**src/dxi_consts.svh**
```systemverilog
// Constants for the divide and increment execution unit
// What this block does
// - Fractional divide: paired accumulator over index, quotient to index, remainder to pair.
// - Fractional overflow or zero divisor forces quotient to all ones.
// - Fractional divide sets zero flag when the quotient is zero.
// - Fractional divide sets overflow when divisor is not above the dividend.
// - Fractional divide sets carry when the divisor was zero.
// - Fractional divide opcode 03, 41 cycles, cycles 3 to 41 idle reads.
// - Integer divide: quotient to index, remainder to paired accumulator.
// - Integer divide quotient is a whole number.
// - Integer divide by zero loads all ones into the quotient.
// - Integer divide sets zero on zero quotient and always clears overflow.
// - Integer divide sets carry when the divisor was zero.
// - Integer divide opcode 02, 41 cycles, 39 idle reads at the idle address.
// - Byte increment adds one to an accumulator or memory byte, wrapping.
// - Byte increment leaves the carry flag alone.
// - Byte increment: negative copies bit 7, zero set on zero result.
// - Byte increment sets overflow exactly when the operand was 7F.
// - Increment opcodes, cycle counts and, for memory increments, final write cycle with strobe low.
// - Stack pointer increment, no flags, opcode 31, third cycle reads at stack.
// - Index increment, opcode 08, 3 cycles, third an idle read.
// - Index increment updates only zero, set on a zero 16-bit result.
`ifndef DXI_CONSTS_SVH
`define DXI_CONSTS_SVH

`define DXI_OP_FRACTIONAL_DIVIDE_OP 8'h03
`define DXI_OP_INTEGER_DIVIDE_OP 8'h02
`define DXI_OP_INCREMENT_UPPER_ACC_OP 8'h4C
`define DXI_OP_INCREMENT_LOWER_ACC_OP 8'h5C
`define DXI_OP_INC_EXT 8'h7C
`define DXI_OP_INC_IDX 8'h6C
`define DXI_OP_PREFIX 8'h18
`define DXI_OP_INS 8'h31
`define DXI_OP_INX 8'h08

`define DXI_IDLE_ADDR 16'hFFFF
`define DXI_ALL_ONES 16'hFFFF
`define DXI_ZERO16 16'h0000
`define DXI_ONE16 16'h0001
`define DXI_TWO16 16'h0002
`define DXI_ZERO8 8'h00
`define DXI_ZERO32 32'h0000_0000

`define DXI_CYC_0 6'h00
`define DXI_CYC_1 6'h01
`define DXI_CYC_2 6'h02
`define DXI_CYC_3 6'h03
`define DXI_CYC_MEM 6'h06
`define DXI_CYC_MEM_Y 6'h07
`define DXI_CYC_DIV 6'h29

`define DXI_FLG_C 0
`define DXI_FLG_V 1
`define DXI_FLG_Z 2
`define DXI_FLG_N 3
`define DXI_FLAGS_RST 8'hD0

`endif

```
**src/dxi_pkg.sv**
```systemverilog
// Types shared by the divide and increment execution unit
`default_nettype none
package dxi_pkg;

  typedef enum logic [1:0] {
    st_idle = 2'b01,
    st_run = 2'b10
  } dxi_state_t;

  typedef enum logic [10:0] {
    cl_frac_div = 11'h001,
    cl_int_div = 11'h002,
    cl_inc_upper = 11'h004,
    cl_inc_lower = 11'h008,
    cl_sp_inc = 11'h010,
    cl_index_inc = 11'h020,
    cl_inc_ext = 11'h040,
    cl_inc_ix = 11'h080,
    cl_inc_iy = 11'h100,
    cl_prefix = 11'h200,
    cl_illegal = 11'h400
  } dxi_class_t;

endpackage
`default_nettype wire

```
**src/dxi_exec.sv**
```systemverilog
// Divide and increment execution datapath with its bus sequencer
`timescale 1ns/1ps
`default_nettype none
`include "dxi_consts.svh"
module dxi_exec (
  input wire logic sys_clk,
  input wire logic resetn,
  input wire logic start,
  input wire logic [15:0] pc_in,
  input wire logic [15:0] index_y,
  input wire logic load_en,
  input wire logic [7:0] load_upper,
  input wire logic [7:0] load_lower,
  input wire logic [15:0] load_index,
  input wire logic [15:0] load_sp,
  input wire logic [7:0] load_flags,
  input wire logic [7:0] bus_rdata,
  output logic [15:0] bus_addr,
  output logic bus_rw,
  output logic [7:0] bus_wdata,
  output logic bus_active,
  output logic ready,
  output logic done,
  output logic illegal,
  output logic [7:0] upper_accumulator,
  output logic [7:0] lower_accumulator,
  output logic [15:0] first_index_reg,
  output logic [15:0] stack_pointer,
  output logic [7:0] flag_register
);

  // ----------------------------------------------------------------
  // Decode helpers
  // ----------------------------------------------------------------
  function automatic dxi_pkg::dxi_class_t dec_op(input logic pre, input logic [7:0] op);
    dxi_pkg::dxi_class_t c;
    c = dxi_pkg::cl_illegal;
    if (pre) begin
      if (op == `DXI_OP_INC_IDX) c = dxi_pkg::cl_inc_iy;
    end else begin
      case (op)
        `DXI_OP_FRACTIONAL_DIVIDE_OP: c = dxi_pkg::cl_frac_div;
        `DXI_OP_INTEGER_DIVIDE_OP: c = dxi_pkg::cl_int_div;
        `DXI_OP_INCREMENT_UPPER_ACC_OP: c = dxi_pkg::cl_inc_upper;
        `DXI_OP_INCREMENT_LOWER_ACC_OP: c = dxi_pkg::cl_inc_lower;
        `DXI_OP_INC_EXT: c = dxi_pkg::cl_inc_ext;
        `DXI_OP_INC_IDX: c = dxi_pkg::cl_inc_ix;
        `DXI_OP_PREFIX: c = dxi_pkg::cl_prefix;
        `DXI_OP_INS: c = dxi_pkg::cl_sp_inc;
        `DXI_OP_INX: c = dxi_pkg::cl_index_inc;
        default: c = dxi_pkg::cl_illegal;
      endcase
    end
    return c;
  endfunction

  // Number of the last bus cycle of each class; a prefix never ends
  function automatic logic [5:0] last_cyc(input dxi_pkg::dxi_class_t c);
    logic [5:0] n;
    n = `DXI_CYC_0;
    case (c)
      dxi_pkg::cl_frac_div, dxi_pkg::cl_int_div: n = `DXI_CYC_DIV;
      dxi_pkg::cl_inc_upper, dxi_pkg::cl_inc_lower: n = `DXI_CYC_2;
      dxi_pkg::cl_sp_inc, dxi_pkg::cl_index_inc: n = `DXI_CYC_3;
      dxi_pkg::cl_inc_ext, dxi_pkg::cl_inc_ix: n = `DXI_CYC_MEM;
      dxi_pkg::cl_inc_iy: n = `DXI_CYC_MEM_Y;
      default: n = `DXI_CYC_0;
    endcase
    return n;
  endfunction

  // ----------------------------------------------------------------
  // State
  // ----------------------------------------------------------------
  dxi_pkg::dxi_state_t st_q;
  dxi_pkg::dxi_class_t cls_q;
  logic [5:0] cyc_q;
  logic [15:0] pc_q, addr_q, ea_q, ix_q, sp_q, num_q, den_q;
  logic [7:0] wdata_q, hi_q, lo_q, mem_q, acc_hi_q, acc_lo_q, flags_q;
  logic rw_q, active_q, ready_q, done_q, ill_q, dz_q, ovf_q;
  logic [15:0] addr_d, ix_d, sp_d;
  logic [7:0] acc_hi_d, acc_lo_d, flags_d;

  // ----------------------------------------------------------------
  // Combinational decode and selection
  // ----------------------------------------------------------------
  wire run_w = (st_q == dxi_pkg::st_run);
  wire dxi_pkg::dxi_class_t cls_now_w =
    (cyc_q == `DXI_CYC_1) ? dec_op(1'b0, bus_rdata) :
    (cls_q == dxi_pkg::cl_prefix && cyc_q == `DXI_CYC_2) ? dec_op(1'b1, bus_rdata) : cls_q;
  wire [5:0] last_w = last_cyc(cls_now_w);
  wire [5:0] rd_cyc_w = last_w - `DXI_CYC_2;
  wire [5:0] nxt_w = cyc_q + `DXI_CYC_1;
  wire fin_w = run_w && (cls_now_w == dxi_pkg::cl_illegal || cyc_q == last_w);
  wire is_div_w = (cls_now_w == dxi_pkg::cl_frac_div) || (cls_now_w == dxi_pkg::cl_int_div);
  wire is_mem_w = (cls_now_w == dxi_pkg::cl_inc_ext) || (cls_now_w == dxi_pkg::cl_inc_ix) ||
                  (cls_now_w == dxi_pkg::cl_inc_iy);
  wire div_start_w = run_w && (cyc_q == `DXI_CYC_1) && is_div_w;
  wire [15:0] pair_w = {acc_hi_q, acc_lo_q};
  wire [15:0] base_w = (cls_now_w == dxi_pkg::cl_inc_iy) ? index_y : ix_q;
  // Extended address low byte arrives in the same cycle the address is formed
  wire [15:0] ea_w = (cls_now_w == dxi_pkg::cl_inc_ext) ? {hi_q, bus_rdata} :
                     base_w + {`DXI_ZERO8, lo_q};
  wire [7:0] inc_in_w = (cls_now_w == dxi_pkg::cl_inc_upper) ? acc_hi_q :
                        (cls_now_w == dxi_pkg::cl_inc_lower) ? acc_lo_q : mem_q;
  wire rw_nxt_w = !(is_mem_w && nxt_w == last_w);

  logic [7:0] inc_res_w;
  logic inc_n_w, inc_z_w, inc_v_w;
  logic [15:0] quot_w, rem_w;

  dxi_inc8 #(.W(8)) u_inc (
    .operand(inc_in_w),
    .result(inc_res_w),
    .neg(inc_n_w),
    .zero(inc_z_w),
    .ovf(inc_v_w)
  );

  dxi_divider #(.W(16)) u_div (
    .sys_clk(sys_clk),
    .resetn(resetn),
    .start(div_start_w),
    .frac(cls_now_w == dxi_pkg::cl_frac_div),
    .num(pair_w),
    .den(ix_q),
    .quot(quot_w),
    .rem(rem_w),
    .busy()
  );

  // Forced quotient on fractional overflow or a zero divisor
  wire force_w = dz_q || (cls_now_w == dxi_pkg::cl_frac_div && ovf_q);
  wire [15:0] qres_w = force_w ? `DXI_ALL_ONES : quot_w;
  wire [15:0] ix_inc_w = ix_q + `DXI_ONE16;

  // ----------------------------------------------------------------
  // Next bus cycle
  // ----------------------------------------------------------------
  always_comb begin
    addr_d = `DXI_IDLE_ADDR;
    if (nxt_w == `DXI_CYC_2) begin
      addr_d = pc_q + `DXI_ONE16;
    end else begin
      case (cls_now_w)
        dxi_pkg::cl_sp_inc: addr_d = sp_q;
        dxi_pkg::cl_inc_ext, dxi_pkg::cl_inc_ix, dxi_pkg::cl_inc_iy: begin
          if (nxt_w == rd_cyc_w) begin
            addr_d = ea_w;
          end else if (nxt_w == last_w) begin
            addr_d = ea_q;
          end else if (nxt_w == `DXI_CYC_3 && cls_now_w != dxi_pkg::cl_inc_ix) begin
            addr_d = pc_q + `DXI_TWO16;
          end
        end
        default: addr_d = `DXI_IDLE_ADDR;
      endcase
    end
  end

  // ----------------------------------------------------------------
  // Results at the end of the last cycle
  // ----------------------------------------------------------------
  always_comb begin
    acc_hi_d = acc_hi_q;
    acc_lo_d = acc_lo_q;
    ix_d = ix_q;
    sp_d = sp_q;
    flags_d = flags_q;
    if (fin_w) begin
      case (cls_now_w)
        dxi_pkg::cl_frac_div, dxi_pkg::cl_int_div: begin
          ix_d = qres_w;
          {acc_hi_d, acc_lo_d} = rem_w;
          flags_d[`DXI_FLG_Z] = (qres_w == `DXI_ZERO16);
          flags_d[`DXI_FLG_V] = (cls_now_w == dxi_pkg::cl_frac_div) && ovf_q;
          flags_d[`DXI_FLG_C] = dz_q;
        end
        dxi_pkg::cl_inc_upper, dxi_pkg::cl_inc_lower, dxi_pkg::cl_inc_ext,
        dxi_pkg::cl_inc_ix, dxi_pkg::cl_inc_iy: begin
          if (cls_now_w == dxi_pkg::cl_inc_upper) acc_hi_d = inc_res_w;
          if (cls_now_w == dxi_pkg::cl_inc_lower) acc_lo_d = inc_res_w;
          // Carry kept so loops over multi-byte sums stay intact
          flags_d[`DXI_FLG_N] = inc_n_w;
          flags_d[`DXI_FLG_Z] = inc_z_w;
          flags_d[`DXI_FLG_V] = inc_v_w;
        end
        dxi_pkg::cl_sp_inc: sp_d = sp_q + `DXI_ONE16;
        dxi_pkg::cl_index_inc: begin
          ix_d = ix_inc_w;
          flags_d[`DXI_FLG_Z] = (ix_inc_w == `DXI_ZERO16);
        end
        default: flags_d = flags_q;
      endcase
    end else if (!run_w && load_en) begin
      acc_hi_d = load_upper;
      acc_lo_d = load_lower;
      ix_d = load_index;
      sp_d = load_sp;
      flags_d = load_flags;
    end
  end

  // ----------------------------------------------------------------
  // Sequencer
  // ----------------------------------------------------------------
  always_ff @(posedge sys_clk or negedge resetn) begin
    if (!resetn) begin
      st_q <= dxi_pkg::st_idle;
      cls_q <= dxi_pkg::cl_illegal;
      cyc_q <= `DXI_CYC_0;
      pc_q <= `DXI_ZERO16;
      addr_q <= `DXI_IDLE_ADDR;
      rw_q <= 1'b1;
      active_q <= 1'b0;
      ready_q <= 1'b1;
      done_q <= 1'b0;
      ill_q <= 1'b0;
    end else begin
      done_q <= 1'b0;
      ill_q <= 1'b0;
      case (st_q)
        dxi_pkg::st_idle: begin
          if (start) begin
            st_q <= dxi_pkg::st_run;
            cyc_q <= `DXI_CYC_1;
            pc_q <= pc_in;
            addr_q <= pc_in;
            rw_q <= 1'b1;
            active_q <= 1'b1;
            ready_q <= 1'b0;
          end
        end
        dxi_pkg::st_run: begin
          cls_q <= cls_now_w;
          if (fin_w) begin
            st_q <= dxi_pkg::st_idle;
            addr_q <= `DXI_IDLE_ADDR;
            rw_q <= 1'b1;
            active_q <= 1'b0;
            ready_q <= 1'b1;
            done_q <= 1'b1;
            ill_q <= (cls_now_w == dxi_pkg::cl_illegal);
          end else begin
            cyc_q <= nxt_w;
            addr_q <= addr_d;
            rw_q <= rw_nxt_w;
          end
        end
        default: st_q <= dxi_pkg::st_idle;
      endcase
    end
  end

  // Operand bytes and divide conditions
  always_ff @(posedge sys_clk or negedge resetn) begin
    if (!resetn) begin
      hi_q <= `DXI_ZERO8;
      lo_q <= `DXI_ZERO8;
      mem_q <= `DXI_ZERO8;
      ea_q <= `DXI_ZERO16;
      wdata_q <= `DXI_ZERO8;
      num_q <= `DXI_ZERO16;
      den_q <= `DXI_ZERO16;
      dz_q <= 1'b0;
      ovf_q <= 1'b0;
    end else begin
      if (run_w && cyc_q == `DXI_CYC_2) hi_q <= bus_rdata;
      if (run_w && (cyc_q == `DXI_CYC_2 ||
          (cyc_q == `DXI_CYC_3 && cls_now_w == dxi_pkg::cl_inc_iy))) lo_q <= bus_rdata;
      if (run_w && is_mem_w && nxt_w == rd_cyc_w) ea_q <= ea_w;
      if (run_w && is_mem_w && cyc_q == rd_cyc_w) mem_q <= bus_rdata;
      if (run_w && is_mem_w && nxt_w == last_w) wdata_q <= inc_res_w;
      if (div_start_w) begin
        num_q <= pair_w;
        den_q <= ix_q;
        dz_q <= (ix_q == `DXI_ZERO16);
        ovf_q <= (ix_q <= pair_w);
      end
    end
  end

  // Architectural registers
  always_ff @(posedge sys_clk or negedge resetn) begin
    if (!resetn) begin
      acc_hi_q <= `DXI_ZERO8;
      acc_lo_q <= `DXI_ZERO8;
      ix_q <= `DXI_ZERO16;
      sp_q <= `DXI_ZERO16;
      flags_q <= `DXI_FLAGS_RST;
    end else begin
      acc_hi_q <= acc_hi_d;
      acc_lo_q <= acc_lo_d;
      ix_q <= ix_d;
      sp_q <= sp_d;
      flags_q <= flags_d;
    end
  end

  assign bus_addr = addr_q;
  assign bus_rw = rw_q;
  assign bus_wdata = wdata_q;
  assign bus_active = active_q;
  assign ready = ready_q;
  assign done = done_q;
  assign illegal = ill_q;
  assign upper_accumulator = acc_hi_q;
  assign lower_accumulator = acc_lo_q;
  assign first_index_reg = ix_q;
  assign stack_pointer = sp_q;
  assign flag_register = flags_q;

  // ----------------------------------------------------------------
  // Checks
  // ----------------------------------------------------------------
  wire div_done_w = done_q && (cls_q == dxi_pkg::cl_frac_div || cls_q == dxi_pkg::cl_int_div);
  wire mem_cls_w = (cls_q == dxi_pkg::cl_inc_ext) || (cls_q == dxi_pkg::cl_inc_ix) ||
                   (cls_q == dxi_pkg::cl_inc_iy);
endmodule
`default_nettype wire

```
**src/dxi_inc8.sv**
```systemverilog
// Byte incrementer with its flag results
`timescale 1ns/1ps
`default_nettype none
module dxi_inc8 #(
  parameter int W = 8
) (
  input wire logic [W-1:0] operand,
  output logic [W-1:0] result,
  output logic neg,
  output logic zero,
  output logic ovf
);

  // Wraps modulo 2**W
  assign result = operand + {{(W-1){1'b0}}, 1'b1};
  // Sign and zero of the result
  assign neg = result[W-1];
  assign zero = (result == '0);
  // Only the largest positive value overflows
  assign ovf = (operand == {1'b0, {(W-1){1'b1}}});

endmodule
`default_nettype wire

```
**src/dxi_divider.sv**
```systemverilog
// Iterative unsigned restoring divider, integer or fraction
`timescale 1ns/1ps
`default_nettype none
module dxi_divider #(
  parameter int W = 16
) (
  input wire logic sys_clk,
  input wire logic resetn,
  input wire logic start,
  input wire logic frac,
  input wire logic [W-1:0] num,
  input wire logic [W-1:0] den,
  output logic [W-1:0] quot,
  output logic [W-1:0] rem,
  output logic busy
);

  localparam int CW = $clog2(W + 1);

  logic [W:0] rem_q;
  logic [W-1:0] sh_q;
  logic [W-1:0] den_q;
  logic [CW-1:0] cnt_q;

  wire [W:0] trial_w = {rem_q[W-1:0], sh_q[W-1]};
  wire [W:0] diff_w = trial_w - {1'b0, den_q};
  wire fits_w = ~diff_w[W];

  // A fraction is the numerator times 2**W: preload it as the partial remainder
  always_ff @(posedge sys_clk or negedge resetn) begin
    if (!resetn) begin
      rem_q <= '0;
      sh_q <= '0;
      den_q <= '0;
      cnt_q <= '0;
    end else if (start) begin
      rem_q <= frac ? {1'b0, num} : '0;
      sh_q <= frac ? '0 : num;
      den_q <= den;
      cnt_q <= CW'(W);
    end else if (cnt_q != '0) begin
      rem_q <= fits_w ? diff_w : trial_w;
      sh_q <= {sh_q[W-2:0], fits_w};
      cnt_q <= cnt_q - {{(CW-1){1'b0}}, 1'b1};
    end
  end

  assign quot = sh_q;
  assign rem = rem_q[W-1:0];
  assign busy = (cnt_q != '0);
endmodule
`default_nettype wire

```
**config.mk**
```make
export PLATFORM = sky130hd
export DESIGN_NAME = dxi_exec
export DESIGN_NICKNAME = d
export VERILOG_FILES = /design/src/dxi_pkg.sv /design/src/dxi_exec.sv /design/src/dxi_inc8.sv /design/src/dxi_divider.sv
export VERILOG_INCLUDE_DIRS = /design/src
export SDC_FILE = /design/constraint.sdc
export NUM_CORES = 1
export LEC_CHECK = 0
export ABC_AREA = 1
export BUFFER_PORTS_ARGS = -buffer_cell sky130_fd_sc_hd__buf_4
export CORE_UTILIZATION = 45
export DETAILED_ROUTE_END_ITERATION = 12
export GPL_ROUTABILITY_DRIVEN = 1
export PLACE_DENSITY = 0.61
export SYNTH_ARGS = -nofsm -noshare
export SYNTH_HDL_FRONTEND = slang
export SYNTH_SLANG_ARGS = --single-unit
```
**constraint.sdc**
```tcl
create_clock -name sys_clk -period 5.18 [get_ports sys_clk]
set_input_delay 0.518 -clock sys_clk [delete_from_list [all_inputs] [get_ports sys_clk]]
set_output_delay 0.518 -clock sys_clk [all_outputs]
set_load 0.01 [all_outputs]
```
==> impl_metrics.yaml <==
setup_path:
  cp_slowest_cell: "dfrtp_1"
  startpoint: "cyc_q[1]$_DFFE_PN0P_"
  crit_type: "reg2reg"
  cpMostUsedCell: "nand2_1"
  critPathArrivalTime_ps: 5220
  worstSetupStartpointType: "flip-flop"
  slowest_delay_ps: 390
  required_ps: 5680
  critPathCaptureType: "flip-flop"
  r2r-start: "cyc_q[1]$_DFFE_PN0P_"
  crit_fanout: 18
power:
  power_leakage_nw: 8.89
  pwr_density_cell_nw_per_um2: 583
  peakVddDrop_uv: 346
detailed_routing:
  dr.pass1.iters: 5
  wirelength_um: 54100
  vias: 15304
  antenna_left: 0
  drtIter0Drc: 1383
  vias_per_cell: 5.49
  drc: 0
  wire_per_inst_um: 19.4
synthesis:
  synth_mux_area_frac: 0.00362
  synth.most_common_cell: "nand2_1"
  ys_types: 58
  synth_area_um2: 15200
  synth_compound_area_frac: 0.158
  synth_xor_area_frac: 0.0458
  synth-warning-count: 0
  seq_area_frac_synth: 0.356
  synthCells: 2156
  syn_nets: 2312
  synth-simple-area-share: 0.308
  synth_top_area_frac: 0.316
  synth_edf_count: 0
  ys_ff_latch: 215
  synth_top_cell_by_area: "dfrtp_1"
  synthAdderAreaFrac: 0.0471
  yosys-top-cells-count: "645 x nand2_1, 221 x inv_1, 192 x dfrtp_1"
  syn_area_per_cell_um2: 7.05
  yosys-top-cells-area: "dfrtp_1 32%, nand2_1 16%, o21ai_0 6.1%"
  synth_ff_type: "dfrtp_1"
  synthArstFlopShare: 1.00
  synth_top_family_by_area: "simple AND/OR/NAND/NOR gates"
floorplan:
  die_h_um: 186
  fp.coreArea_um2: 32900
  die-area_um2: 34500
  rows: 66
  num_io_pins: 185
  start_util: 0.463
  die_x_um: 186
global_routing:
  grt_pass1_wl_um: 84400
  grt_usage: 0.320
  gr-total-overflow: 0
  grt_max_degree: 117
  antenna_found_initial: 1
  grt_pass1_vias: 14722
sta:
  finalHoldViolations: 0
  fin_crit_sh: 0.912
  rsz0062_at_grt: "no"
  drv_slew: 0
  tightest_slew_ps: 1190
  setup_viol_count_final: 0
  fin_skew_ps: 15.6
  tns_ps: 0
  setup_ws_ps: 458
  slew_headroom: 0.206
  final_period_minus_worst_setup_slack_ps: 4720
  fmax_mhz: 212
final_layout:
  areaGrowthSynthToFinish_pct: 18.5
  drive_gt1_frac: 0.160
  finalNetCount: 2479
clocking:
  cts-root-buf: "clkbuf_16"
  insertion_delay_ps: 580
  cts_tree: "built"
  clockBufferDepth: 3
  numCtsBuffers: 27
  ctsHoldBuffers: 0
  cts.clk_slew.worst_paths_ps: 60
  htree_levels: 1
  numClockSinks: 215
placed_design:
  port_buffers: 184
  place_hpwl_um: 41400
  pre_cts_ws_ps: 423
  place.gp.congestion: 0.967
worst_hold_path:
  hold_path_class: "in2async"
outcome:
  status: "finished, final reports clean"
run:
  drv_cap: 0
[logic make-up (layout without fill, tap and decap cells)]
group / Yosys count / in the layout
multiplexers: 5 / 5
XOR/XNOR: 77 / 77
adder cells (fa/ha/maj): 56 / 56
other: 0 / 1
flip-flops: 215 / 215
AO/OA/AOI/OAI: 424 / 424
AND/OR/NAND/NOR: 1065 / 1065
buffers and inverters: 314 / 502
[layout by cell type (no fill, tap or decap), types with 5 or more instances in the layout]
cell type	netlist	final
o21ai_0	185	184
inv_1	221	221
a31oi_1	7	7
nand2_2	15	15
ha_1	54	54
o211ai_1	47	47
o21ai_1	65	66
buf_4	3	209
inv_2	12	12
o22ai_1	16	16
a21oi_1	61	61
nor4_1	8	7
nor2_2	11	11
xnor2_1	15	15
clkbuf_16	0	27
nor2_1	161	161
or2_2	8	8
nand4_1	42	42
xor2_1	59	59
nand3_2	8	8
nor2_4	11	11
dfrtp_1	192	192
clkbuf_8	0	8
nand3_1	111	111
nand2_1	645	645
a22oi_1	11	11
o32ai_1	12	12
nor3_1	26	26
nand2_4	5	5
clkinv_2	1	7
dfstp_2	23	23
[final cells by class]
cell class / count / area [um^2]
fillers: 3381 / 14900
multi-input cells: 1627 / 8550
flip-flops and latches: 215 / 5410
repair buffers: 213 / 1640
inverters: 239 / 901
clock buffers: 38 / 797
well taps: 442 / 553
clock inverters: 12 / 155
diodes: 1 / 2.50
[report_power, final]
part / switching (mW) / total, mW / internal [mW]
registers: 0.695 / 3.03 / 2.33
logic: 3.45 / 5.44 / 1.99
clock network: 0.808 / 2.03 / 1.22
[worst max-delay path: cells and delay by family, from the launching register on]
kind | cells | cell delay, ps
simple gates | 19 | 2280
buf+inv | 7 | 760
fa+ha+maj | 3 | 650
xor+xnor | 2 | 420
flops | 1 | 390
compound gates | 1 | 130
[layer usage]
metal | part of all wire | GRT usage | routed length, um | up-vias
met5 | 0 | 0 | 0 | -
met4 | 0.039 | 0.117 | 2110 | 0
met3 | 0.054 | 0.0411 | 2900 | 115
met2 | 0.47 | 0.531 | 25700 | 513
met1 | 0.43 | 0.424 | 23400 | 7258
li1 | - | - | - | 7418
[per-stage QoR]
step / util / power, mW / cells / area, um^2 / hold WS [ps]
5_1_grt: 0.548 / 11.3 / 2787 / 18000 / 72.9
2_1_floorplan: - / 6.55 / 2156 / 15200 / 222
3_5_place_dp: 0.518 / 8.42 / 2732 / 17000 / 457
4_1_cts: 0.547 / 10.5 / 2782 / 18000 / 16.2
3_3_place_gp: 0.518 / 8.34 / 2732 / 17000 / 457
6_report: 0.548 / 10.5 / 2787 / 18000 / 4.47
[worst paths after layout]
check                                                to  slack, ps  cells past startpoint
max reg2reg                     bus_addr[7]$_DFFE_PN1P_        460                     32
min in group sys_clk       flag_register[5]$_DFFE_PN0P_        180                      2
max                             bus_addr[7]$_DFFE_PN1P_        460                     32
min                                cls_q[7]$_DFFE_PN0P_          4                      1
max in group asynchronous  flag_register[5]$_DFFE_PN0P_       4000                      2
min reg2reg                     bus_addr[3]$_DFFE_PN1P_        470                      2
[timing repair]
action / in CTS / in global routing
setup endpoints to repair: 0 / 3
resized for setup: 0 / 1
buffers inserted: 0 / 4
Note: power is estimated with default switching activity, not from simulation.
